## config.mk

```make
export PLATFORM = sky130hd
export DESIGN_NAME = lcr_regs
export DESIGN_NICKNAME = d
export VERILOG_FILES = /design/src/rtl/lcr_pkg.sv /design/src/rtl/lcr_regs.sv
export VERILOG_INCLUDE_DIRS = /design/src /design/src/rtl
export SDC_FILE = /design/constraint.sdc
export NUM_CORES = 1
export LEC_CHECK = 0
export BUFFER_PORTS_ARGS = -buffer_cell sky130_fd_sc_hd__clkbuf_2
export CAP_MARGIN = 0
export CELL_PAD_IN_SITES_DETAIL_PLACEMENT = 2
export CELL_PAD_IN_SITES_GLOBAL_PLACEMENT = 2
export CORE_ASPECT_RATIO = 2
export CORE_MARGIN = 5
export CORE_UTILIZATION = 36
export CTS_CLUSTER_SIZE = 40
export DETAILED_ROUTE_END_ITERATION = 12
export PLACE_DENSITY_LB_ADDON = 0.25
export SYNTH_ARGS = -nofsm -noshare
export SYNTH_HDL_FRONTEND = slang
export SYNTH_SLANG_ARGS = --single-unit
```

## constraint.sdc

```tcl
create_clock -name core_clk_i -period 4.38 [get_ports core_clk_i]
set_input_delay 0.876 -clock core_clk_i [delete_from_list [all_inputs] [get_ports core_clk_i]]
set_output_delay 0.876 -clock core_clk_i [all_outputs]
set_load 0.005 [all_outputs]
```

## src/rtl/lcr_params.svh

```systemverilog
`ifndef LCR_PARAMS_SVH
`define LCR_PARAMS_SVH
// -------------------------------------------------------------
// Offsets, field positions and reset values
// -------------------------------------------------------------
`define LCR_OFS_PATTERN_RX_EQ 4'h0
`define LCR_OFS_TERM_JITTER 4'h1
`define LCR_CHAN_SHIFT 4
`define LCR_RESET_PATTERN_RX_EQ 8'h00
`define LCR_RESET_TERM_JITTER 8'h00
`define LCR_BIT_PATTERN_KIND 7
`define LCR_BIT_PATTERN_ROUTE 6
`define LCR_BIT_RX_POWER 5
`define LCR_EQ_MSB 4
`define LCR_BIT_RX_TERM 7
`define LCR_BIT_TX_TERM 6
`define LCR_IMP_MSB 5
`define LCR_IMP_LSB 4
`define LCR_JA_MSB 3
`define LCR_JA_LSB 2
`define LCR_EQ_T1_FIRST 5'h08
`define LCR_EQ_T1_LAST 5'h0C
`define LCR_EQ_T1_ARB 5'h0D
`define LCR_EQ_E1_COAX 5'h1C
`define LCR_EQ_E1_PAIR 5'h1D
`endif

```

## src/rtl/lcr_pkg.sv

```systemverilog
package lcr_pkg;
  // Decoded line mode per channel
  typedef enum logic [1:0] {
    LCR_MODE_T1, LCR_MODE_E1
  } lcr_line_e;
  typedef enum logic [1:0] {
    LCR_IMP_100, LCR_IMP_110, LCR_IMP_75, LCR_IMP_120
  } lcr_imp_e;
  typedef enum logic [1:0] {
    LCR_JA_OFF, LCR_JA_TX, LCR_JA_RX
  } lcr_ja_e;
  // Per-channel decoded line configuration
  typedef struct packed {
    logic rx_power;
    logic rx_term;
    logic tx_term;
    lcr_line_e line_mode;
    logic [2:0] lbo_step;   // 0..4 cable ranges, 5 arbitrary
    logic coax;
    logic hdb3;
    logic eq_reserved;
    lcr_imp_e rx_imp;
    lcr_ja_e ja_path;
  } lcr_chan_cfg_s;
endpackage : lcr_pkg

```

## src/rtl/lcr_regs.sv

```systemverilog
`timescale 1ns/1ps
`include "lcr_params.svh"
// What this block does
// - Pattern kind bit 7: one quasi-random, zero pseudo-random sequence.
// - Route bit zero sends generator output to transmit tip and ring.
// - Route bit one drives generator on rx positive, rx negative low.
// - Receiver power bit resets to zero; one turns receiver on.
// - Receiver power only takes effect while global enable pin high.
// - Codes 08-0C pick T1 short-haul ranges, 0D arbitrary pulse.
// - Five-bit code picks mode and cable; 1C E1 coax, 1D E1 pair.
// - Receive termination resets high impedance; one gives internal.
// - Transmit termination resets high impedance; one gives internal.
// - Impedance field: 00 100, 01 110, 10 75, 11 120 ohm.
// - Jitter field: 00 off, 01 transmit, 10 and 11 receive path.
module lcr_regs import lcr_pkg::*; #(
  parameter int NUM_CH = 8
) (
  // Clock and reset
  input wire logic core_clk_i,
  input wire logic srst_i,
  // Host register port
  input wire logic [7:0] reg_addr_i,
  input wire logic reg_wr_i,
  input wire logic reg_rd_i,
  input wire logic [7:0] reg_wdata_i,
  output logic [7:0] reg_rdata_o,
  // Global receiver enable pin (asynchronous)
  input wire logic rx_global_enable_i,
  // Pattern generator, per channel
  input wire logic [NUM_CH-1:0] pattern_enable_i,
  input wire logic [NUM_CH-1:0] pattern_bit_i,
  input wire logic [NUM_CH-1:0] tx_data_i,
  input wire logic [NUM_CH-1:0] rx_pos_data_i,
  input wire logic [NUM_CH-1:0] rx_neg_data_i,
  // Line and receive data outputs
  output logic [NUM_CH-1:0] tx_line_tip_o,
  output logic [NUM_CH-1:0] tx_line_ring_o,
  output logic [NUM_CH-1:0] rx_positive_data_o,
  output logic [NUM_CH-1:0] rx_negative_data_o,
  output logic [NUM_CH-1:0] pattern_kind_select_o,
  // Decoded analogue controls
  output lcr_chan_cfg_s [NUM_CH-1:0] chan_cfg_o
);

  // -----------------------------------------------------------
  // Register storage
  // -----------------------------------------------------------
  logic [7:0] reg0_r [NUM_CH];
  logic [7:0] reg1_r [NUM_CH];
  logic [7:0] reg0_nxt [NUM_CH];
  logic [7:0] reg1_nxt [NUM_CH];
  logic [7:0] rdata_r, rdata_nxt;
  logic [2:0] rxen_sync_r, rxen_sync_nxt;
  logic rxen_r, rxen_nxt;
  logic [NUM_CH-1:0] tip_r, tip_nxt, ring_r, ring_nxt;
  logic [NUM_CH-1:0] rx_positive_data_r, rx_positive_data_nxt, rx_negative_data_r, rx_negative_data_nxt, kind_r, kind_nxt;
  lcr_chan_cfg_s [NUM_CH-1:0] cfg_r, cfg_nxt;

  // -----------------------------------------------------------
  // Address decode
  // -----------------------------------------------------------
  // Channel index from the address; upper half is unmapped with eight channels
  function automatic logic chan_hit(input logic [7:0] a, input int ch,
                                    input logic [3:0] ofs);
    chan_hit = (a[7:`LCR_CHAN_SHIFT] == 4'(ch)) &&
               (a[`LCR_CHAN_SHIFT-1:0] == ofs);
  endfunction : chan_hit

  // -----------------------------------------------------------
  // Host access
  // -----------------------------------------------------------
  // Host writes and read-back
  always_comb begin
    rdata_nxt = rdata_r;
    for (int c = 0; c < NUM_CH; c++) begin
      reg0_nxt[c] = reg0_r[c];
      reg1_nxt[c] = reg1_r[c];
      if (reg_wr_i && chan_hit(reg_addr_i, c, `LCR_OFS_PATTERN_RX_EQ)) begin
        reg0_nxt[c] = reg_wdata_i;
      end
      if (reg_wr_i && chan_hit(reg_addr_i, c, `LCR_OFS_TERM_JITTER)) begin
        reg1_nxt[c] = reg_wdata_i;
      end
    end
    if (reg_rd_i) begin
      rdata_nxt = 8'h00;  // Unmapped reads give zero
      for (int c = 0; c < NUM_CH; c++) begin
        if (chan_hit(reg_addr_i, c, `LCR_OFS_PATTERN_RX_EQ)) begin
          rdata_nxt = reg0_r[c];
        end
        if (chan_hit(reg_addr_i, c, `LCR_OFS_TERM_JITTER)) begin
          rdata_nxt = reg1_r[c];
        end
      end
    end
  end

  // -----------------------------------------------------------
  // Pin synchroniser
  // -----------------------------------------------------------
  // Three-stage sync of the pin; a change counts when stages 2,3 agree
  always_comb begin
    rxen_sync_nxt = {rxen_sync_r[1:0], rx_global_enable_i};
    rxen_nxt = rxen_r;
    if (rxen_sync_r[2] == rxen_sync_r[1]) begin
      rxen_nxt = rxen_sync_r[2];
    end
  end

  // -----------------------------------------------------------
  // Equalizer decode
  // -----------------------------------------------------------
  // Equalizer decode; reserved codes fall back to the first T1 range
  function automatic void eq_decode(input logic [4:0] eq,
                                    output lcr_line_e mode,
                                    output logic [2:0] step,
                                    output logic coax, output logic hdb3,
                                    output logic rsvd);
    mode = LCR_MODE_T1;
    step = 3'h0;
    coax = 1'b0;
    hdb3 = 1'b0;
    rsvd = 1'b0;
    if (eq >= `LCR_EQ_T1_FIRST && eq <= `LCR_EQ_T1_ARB) begin
      step = 3'(eq - `LCR_EQ_T1_FIRST);
    end else if (eq == `LCR_EQ_E1_COAX) begin
      mode = LCR_MODE_E1;
      coax = 1'b1;
      hdb3 = 1'b1;
    end else if (eq == `LCR_EQ_E1_PAIR) begin
      mode = LCR_MODE_E1;
      hdb3 = 1'b1;
    end else begin
      rsvd = 1'b1;
    end
  endfunction : eq_decode

  // -----------------------------------------------------------
  // Channel decode
  // -----------------------------------------------------------
  // Per-channel decode and pattern routing
  always_comb begin
    for (int c = 0; c < NUM_CH; c++) begin
      cfg_nxt[c].rx_power = reg0_r[c][`LCR_BIT_RX_POWER] & rxen_r;
      cfg_nxt[c].rx_term = reg1_r[c][`LCR_BIT_RX_TERM];
      cfg_nxt[c].tx_term = reg1_r[c][`LCR_BIT_TX_TERM];
      eq_decode(reg0_r[c][`LCR_EQ_MSB:0], cfg_nxt[c].line_mode,
                cfg_nxt[c].lbo_step, cfg_nxt[c].coax, cfg_nxt[c].hdb3,
                cfg_nxt[c].eq_reserved);
      cfg_nxt[c].rx_imp =
        lcr_imp_e'(reg1_r[c][`LCR_IMP_MSB:`LCR_IMP_LSB]);
      case (reg1_r[c][`LCR_JA_MSB:`LCR_JA_LSB])
        2'b00: cfg_nxt[c].ja_path = LCR_JA_OFF;
        2'b01: cfg_nxt[c].ja_path = LCR_JA_TX;
        default: cfg_nxt[c].ja_path = LCR_JA_RX;
      endcase
      kind_nxt[c] = reg0_r[c][`LCR_BIT_PATTERN_KIND];
      tip_nxt[c] = tx_data_i[c];
      ring_nxt[c] = ~tx_data_i[c];
      rx_positive_data_nxt[c] = rx_pos_data_i[c];
      rx_negative_data_nxt[c] = rx_neg_data_i[c];
      // Route bit is ignored without pattern enable, tolerating misuse
      if (pattern_enable_i[c]) begin
        if (!reg0_r[c][`LCR_BIT_PATTERN_ROUTE]) begin
          tip_nxt[c] = pattern_bit_i[c];
          ring_nxt[c] = ~pattern_bit_i[c];
        end else begin
          rx_positive_data_nxt[c] = pattern_bit_i[c];
          rx_negative_data_nxt[c] = 1'b0;
        end
      end
    end
  end

  // -----------------------------------------------------------
  // Registers
  // -----------------------------------------------------------
  // Host storage; reset leaves receivers off and terminations open
  always_ff @(posedge core_clk_i) begin
    if (srst_i) begin
      for (int c = 0; c < NUM_CH; c++) begin
        reg0_r[c] <= `LCR_RESET_PATTERN_RX_EQ;
        reg1_r[c] <= `LCR_RESET_TERM_JITTER;
      end
      rdata_r <= 8'h00;
    end else begin
      for (int c = 0; c < NUM_CH; c++) begin
        reg0_r[c] <= reg0_nxt[c];
        reg1_r[c] <= reg1_nxt[c];
      end
      rdata_r <= rdata_nxt;
    end
  end

  // Synchroniser cleared so the pin must be seen high again after reset
  always_ff @(posedge core_clk_i) begin
    if (srst_i) begin
      rxen_sync_r <= 3'h0;
      rxen_r <= 1'b0;
    end else begin
      rxen_sync_r <= rxen_sync_nxt;
      rxen_r <= rxen_nxt;
    end
  end

  // Decoded controls and line data, one cycle behind their inputs
  always_ff @(posedge core_clk_i) begin
    if (srst_i) begin
      cfg_r <= '0;
      tip_r <= '0;
      ring_r <= '0;
      rx_positive_data_r <= '0;
      rx_negative_data_r <= '0;
      kind_r <= '0;
    end else begin
      cfg_r <= cfg_nxt;
      tip_r <= tip_nxt;
      ring_r <= ring_nxt;
      rx_positive_data_r <= rx_positive_data_nxt;
      rx_negative_data_r <= rx_negative_data_nxt;
      kind_r <= kind_nxt;
    end
  end

  // -----------------------------------------------------------
  // Outputs
  // -----------------------------------------------------------
  // Every output comes straight from a flip-flop, so no glitches
  assign reg_rdata_o = rdata_r;
  assign chan_cfg_o = cfg_r;
  assign tx_line_tip_o = tip_r;
  assign tx_line_ring_o = ring_r;
  assign rx_positive_data_o = rx_positive_data_r;
  assign rx_negative_data_o = rx_negative_data_r;
  assign pattern_kind_select_o = kind_r;

endmodule : lcr_regs

```

==> metrics.md <==
| Metric | Value |
|---|---|
| Setup-failing EPs final | 0 |
| Largest family of logic cells by synthesized area | simple AND/OR/NAND/NOR gates |
| Drt initial violations | 412 |
| Util after Layout | 43.3% |
| Antenna diode count | 0 |
| Netlist cell types | 73 |
| Reg2reg start | reg0_r[0][4] |
| I/O Pins | 229 |
| Critical Path Source Type | primary input |
| Post-CTS Setup Bufs | 0 |
| Final critical-path required period | 2720 ps |
| Area grow syn2layout | 19.0% |
| P_leak | 5.70 nW |
| Vias per inst | 5.51 |
| GP Congestion | 0.928 |
| EDFF count, synth | 0 |
| Slowest cell on crit path | o41ai_1 |
| HPWL Detailed | 32600 µm |
| Layout cell share with drive strength beyond 1 | 21.9% |
| CTS H-tree depth | 1 |
| Simple-gate share of the synthesized area | 25.8% |
| Main synth FF type | dfxtp_1 |
| Cell Area, Synth | 11200 µm² |
| Worst Skew | 13.4 ps |
| Max-slew headroom | 45.4% |
| Final Hold Viols | 0 |
| Post-synthesis sequential area ratio | 50.8% |
| Worst VDD drop | 0.329 mV |
| Max-cap violations | 0 |
| Worst skew pair latency | 540 ps |
| Share of the synthesized area in the top cell type | 50.8% |
| Critical Path Start | reg_addr_i[4] |
| Max Fclk | 368 MHz |
| Core outline area | 30700 µm² |
| Ys Warns | 0 |
| Final #Nets | 1442 |
| CTS tree | built |
| Crit path DAT | 3150 ps |
| Commonest cells post-synth | 284 x dfxtp_1, 127 x nand2_1, 111 x nor2_1, 85 x a21oi_1, 85 x nor2b_1 |
| Pin count of the biggest net entering global routing | 80 |
| Wire length on met2 | 24700 µm |
| Ratio of final minimum period to clock period | 62.0% |
| Buffers added on ports | 220 |
| Reg clk slew, reported paths | 80 ps |
| Drt drc | 0 |
| CP required | 4810 ps |
| Synth Area in Compound Gates | 10.6% |
| HP Start | rxen_sync_r[0] |
| Cells along the critical path | clkbuf_2 -> buf_4 -> mux2i_1 -> nor3_1 -> o41ai_1 -> a221o_1 -> a21oi_1 |
| Initial Util | 36.4% |
| Num CTS Buffers | 25 |
| Number of global-route vias before repair | 10800 |
| First-pass GRT wire length | 65800 µm |
| Crit path largest cell delay | 760 ps |
| Die Y | 259 µm |
| Mux cell area share after synthesis | 8.05% |
| Slew @ Worst Pin | 808 ps |
| Power per cell area | 394 nW/µm² |
| Row count | 91 |
| Ys async rst share | 0% |
| Area contributors post-synth | dfxtp_1 51%, mux2i_1 7.2%, nor2b_1 4.7% |
| Drt total wl | 43800 µm |
| Layout Cells excl Fill | 1769 |
| Met1 Wirelength | 14800 µm |
| Largest area contributor in the netlist | dfxtp_1 |
| Post-Synthesis Cells | 1207 |
| Final Power | 5.24 mW |
| Die Wd | 135 µm |
| Met3 wire len | 1530 µm |
| Status | completed |
| Top sig layer | met4 |
| Pre-antenna DRT Iters | 4 |
| Synth Area in XOR/XNOR | 0% |
| Sink Count | 284 |
| Resize count post-CTS | 0 |
| Antenna violation net count after detailed routing | 0 |
| Slew Viols, Final | 0 |
| Worst Hold Class | reg -> reg |
| Gr usage total | 24.6% |
| Average cell area after synthesis | 9.28 µm² |
| Setup TNS | 0 ps |
| Seq cells post-synth | 284 |
| Die area | 34900 µm² |
| RSZ-0062 raised after global routing | false |
| Critical path fanouts, max | 23 |
| Placed Cells | 1726 |
| Synth Area in Adders | 0% |
| Initial antenna violation count | 0 |
| Congestion Overflow GR | 0 |
| Filler cells | 3416 |
| Avg WL per Cell | 24.8 µm |
| Crit path capture type | flip-flop |
| Vias | 9754 |
| Buffer depth of the longest clock path | 3 |
| CP Class | in -> reg |
| Clock root buffer | clkbuf_16 |
| Hold buffers post-CTS | 0 |
| Hold WS | 461 ps |
| Count leader, synth | dfxtp_1 |
==> per-stage QoR <==
step | area [µm²] | worst slack [ps]
floorplan | 11200 | 1900
finish | 13300 | 1660
CTS | 13300 | 1730
global route | 13300 | 1550
detailed placement | 12500 | 1170
global placement | 12500 | 1170
==> per-layer routing <==
metal,vias up,track usage (%)
li1,4492,-
met3,110,3.01
met1,4878,23.6
met2,274,48.9
met5,-,0
met4,0,13.8
==> layout make-up <==
cell class	count	area, µm²	area share [%]
clock buffer	33	696	5.22
clock inverter	10	150	1.13
inverter	11	41.3	0.310
multi-input combinational	818	5010	37.6
sequential	284	5690	42.7
tap	372	465	3.49
timing repair buffer	241	1280	9.59
==> path summary, 6_finish.rpt <==
check                   end  slack (ps)  cells after the start
min reg2reg  rxen_sync_r[1]         460                      1
min          rxen_sync_r[1]         460                      1
max reg2reg  reg_rdata_o[4]        2480                      5
max          reg_rdata_o[4]        1660                      7
==> registers in the layout, summed over array words and instances (netlist names) <==
signal                 count
rx_negative_data_o         8
tx_line_ring_o             8
tx_line_tip_o              8
rxen_r                     1
reg1_r                    64
reg0_r                    64
pattern_kind_select_o      8
chan_cfg_o               104
rxen_sync_r                3
reg_rdata_o                8
rx_positive_data_o         8
==> kinds of logic after synthesis <==
logic type             count (synthesis)
AND/OR/NAND/NOR                      537
flip-flops                           284
AO/OA/AOI/OAI                        185
buffers and inverters                112
multiplexers                          88
other                                  1
==> power breakdown <==
part	switching, mW	leakage, nW	internal [mW]
sequential	0.0100	2.30	2.61
clock	0.995	0.422	1.35
combinational	0.195	2.98	0.0877
==> cells in the final DEF, fill, tap and decap left out, types with 10 or more instances in the layout <==
cell type | netlist | layout
nand2b_1 | 28 | 28
nor2b_1 | 85 | 85
clkbuf_2 | 0 | 219
a31oi_1 | 10 | 10
buf_4 | 18 | 20
inv_1 | 11 | 11
nand2_1 | 127 | 127
nand3_1 | 74 | 74
and2_1 | 10 | 10
a211oi_1 | 10 | 10
nor2_1 | 111 | 111
dfxtp_1 | 284 | 284
nor3_1 | 15 | 15
o21ai_0 | 16 | 16
mux2i_1 | 81 | 81
clkbuf_16 | 0 | 25
a21oi_1 | 85 | 85
nor3b_1 | 26 | 26
==> worst max-delay path: cells and delay by family <==
kind	cells	cell delay (ps)
AOI/OAI and AO/OA	3	1140
buffers and inverters	2	780
muxes	1	270
and+or+nand+nor	1	80
Power figures use the tool's default switching activity.
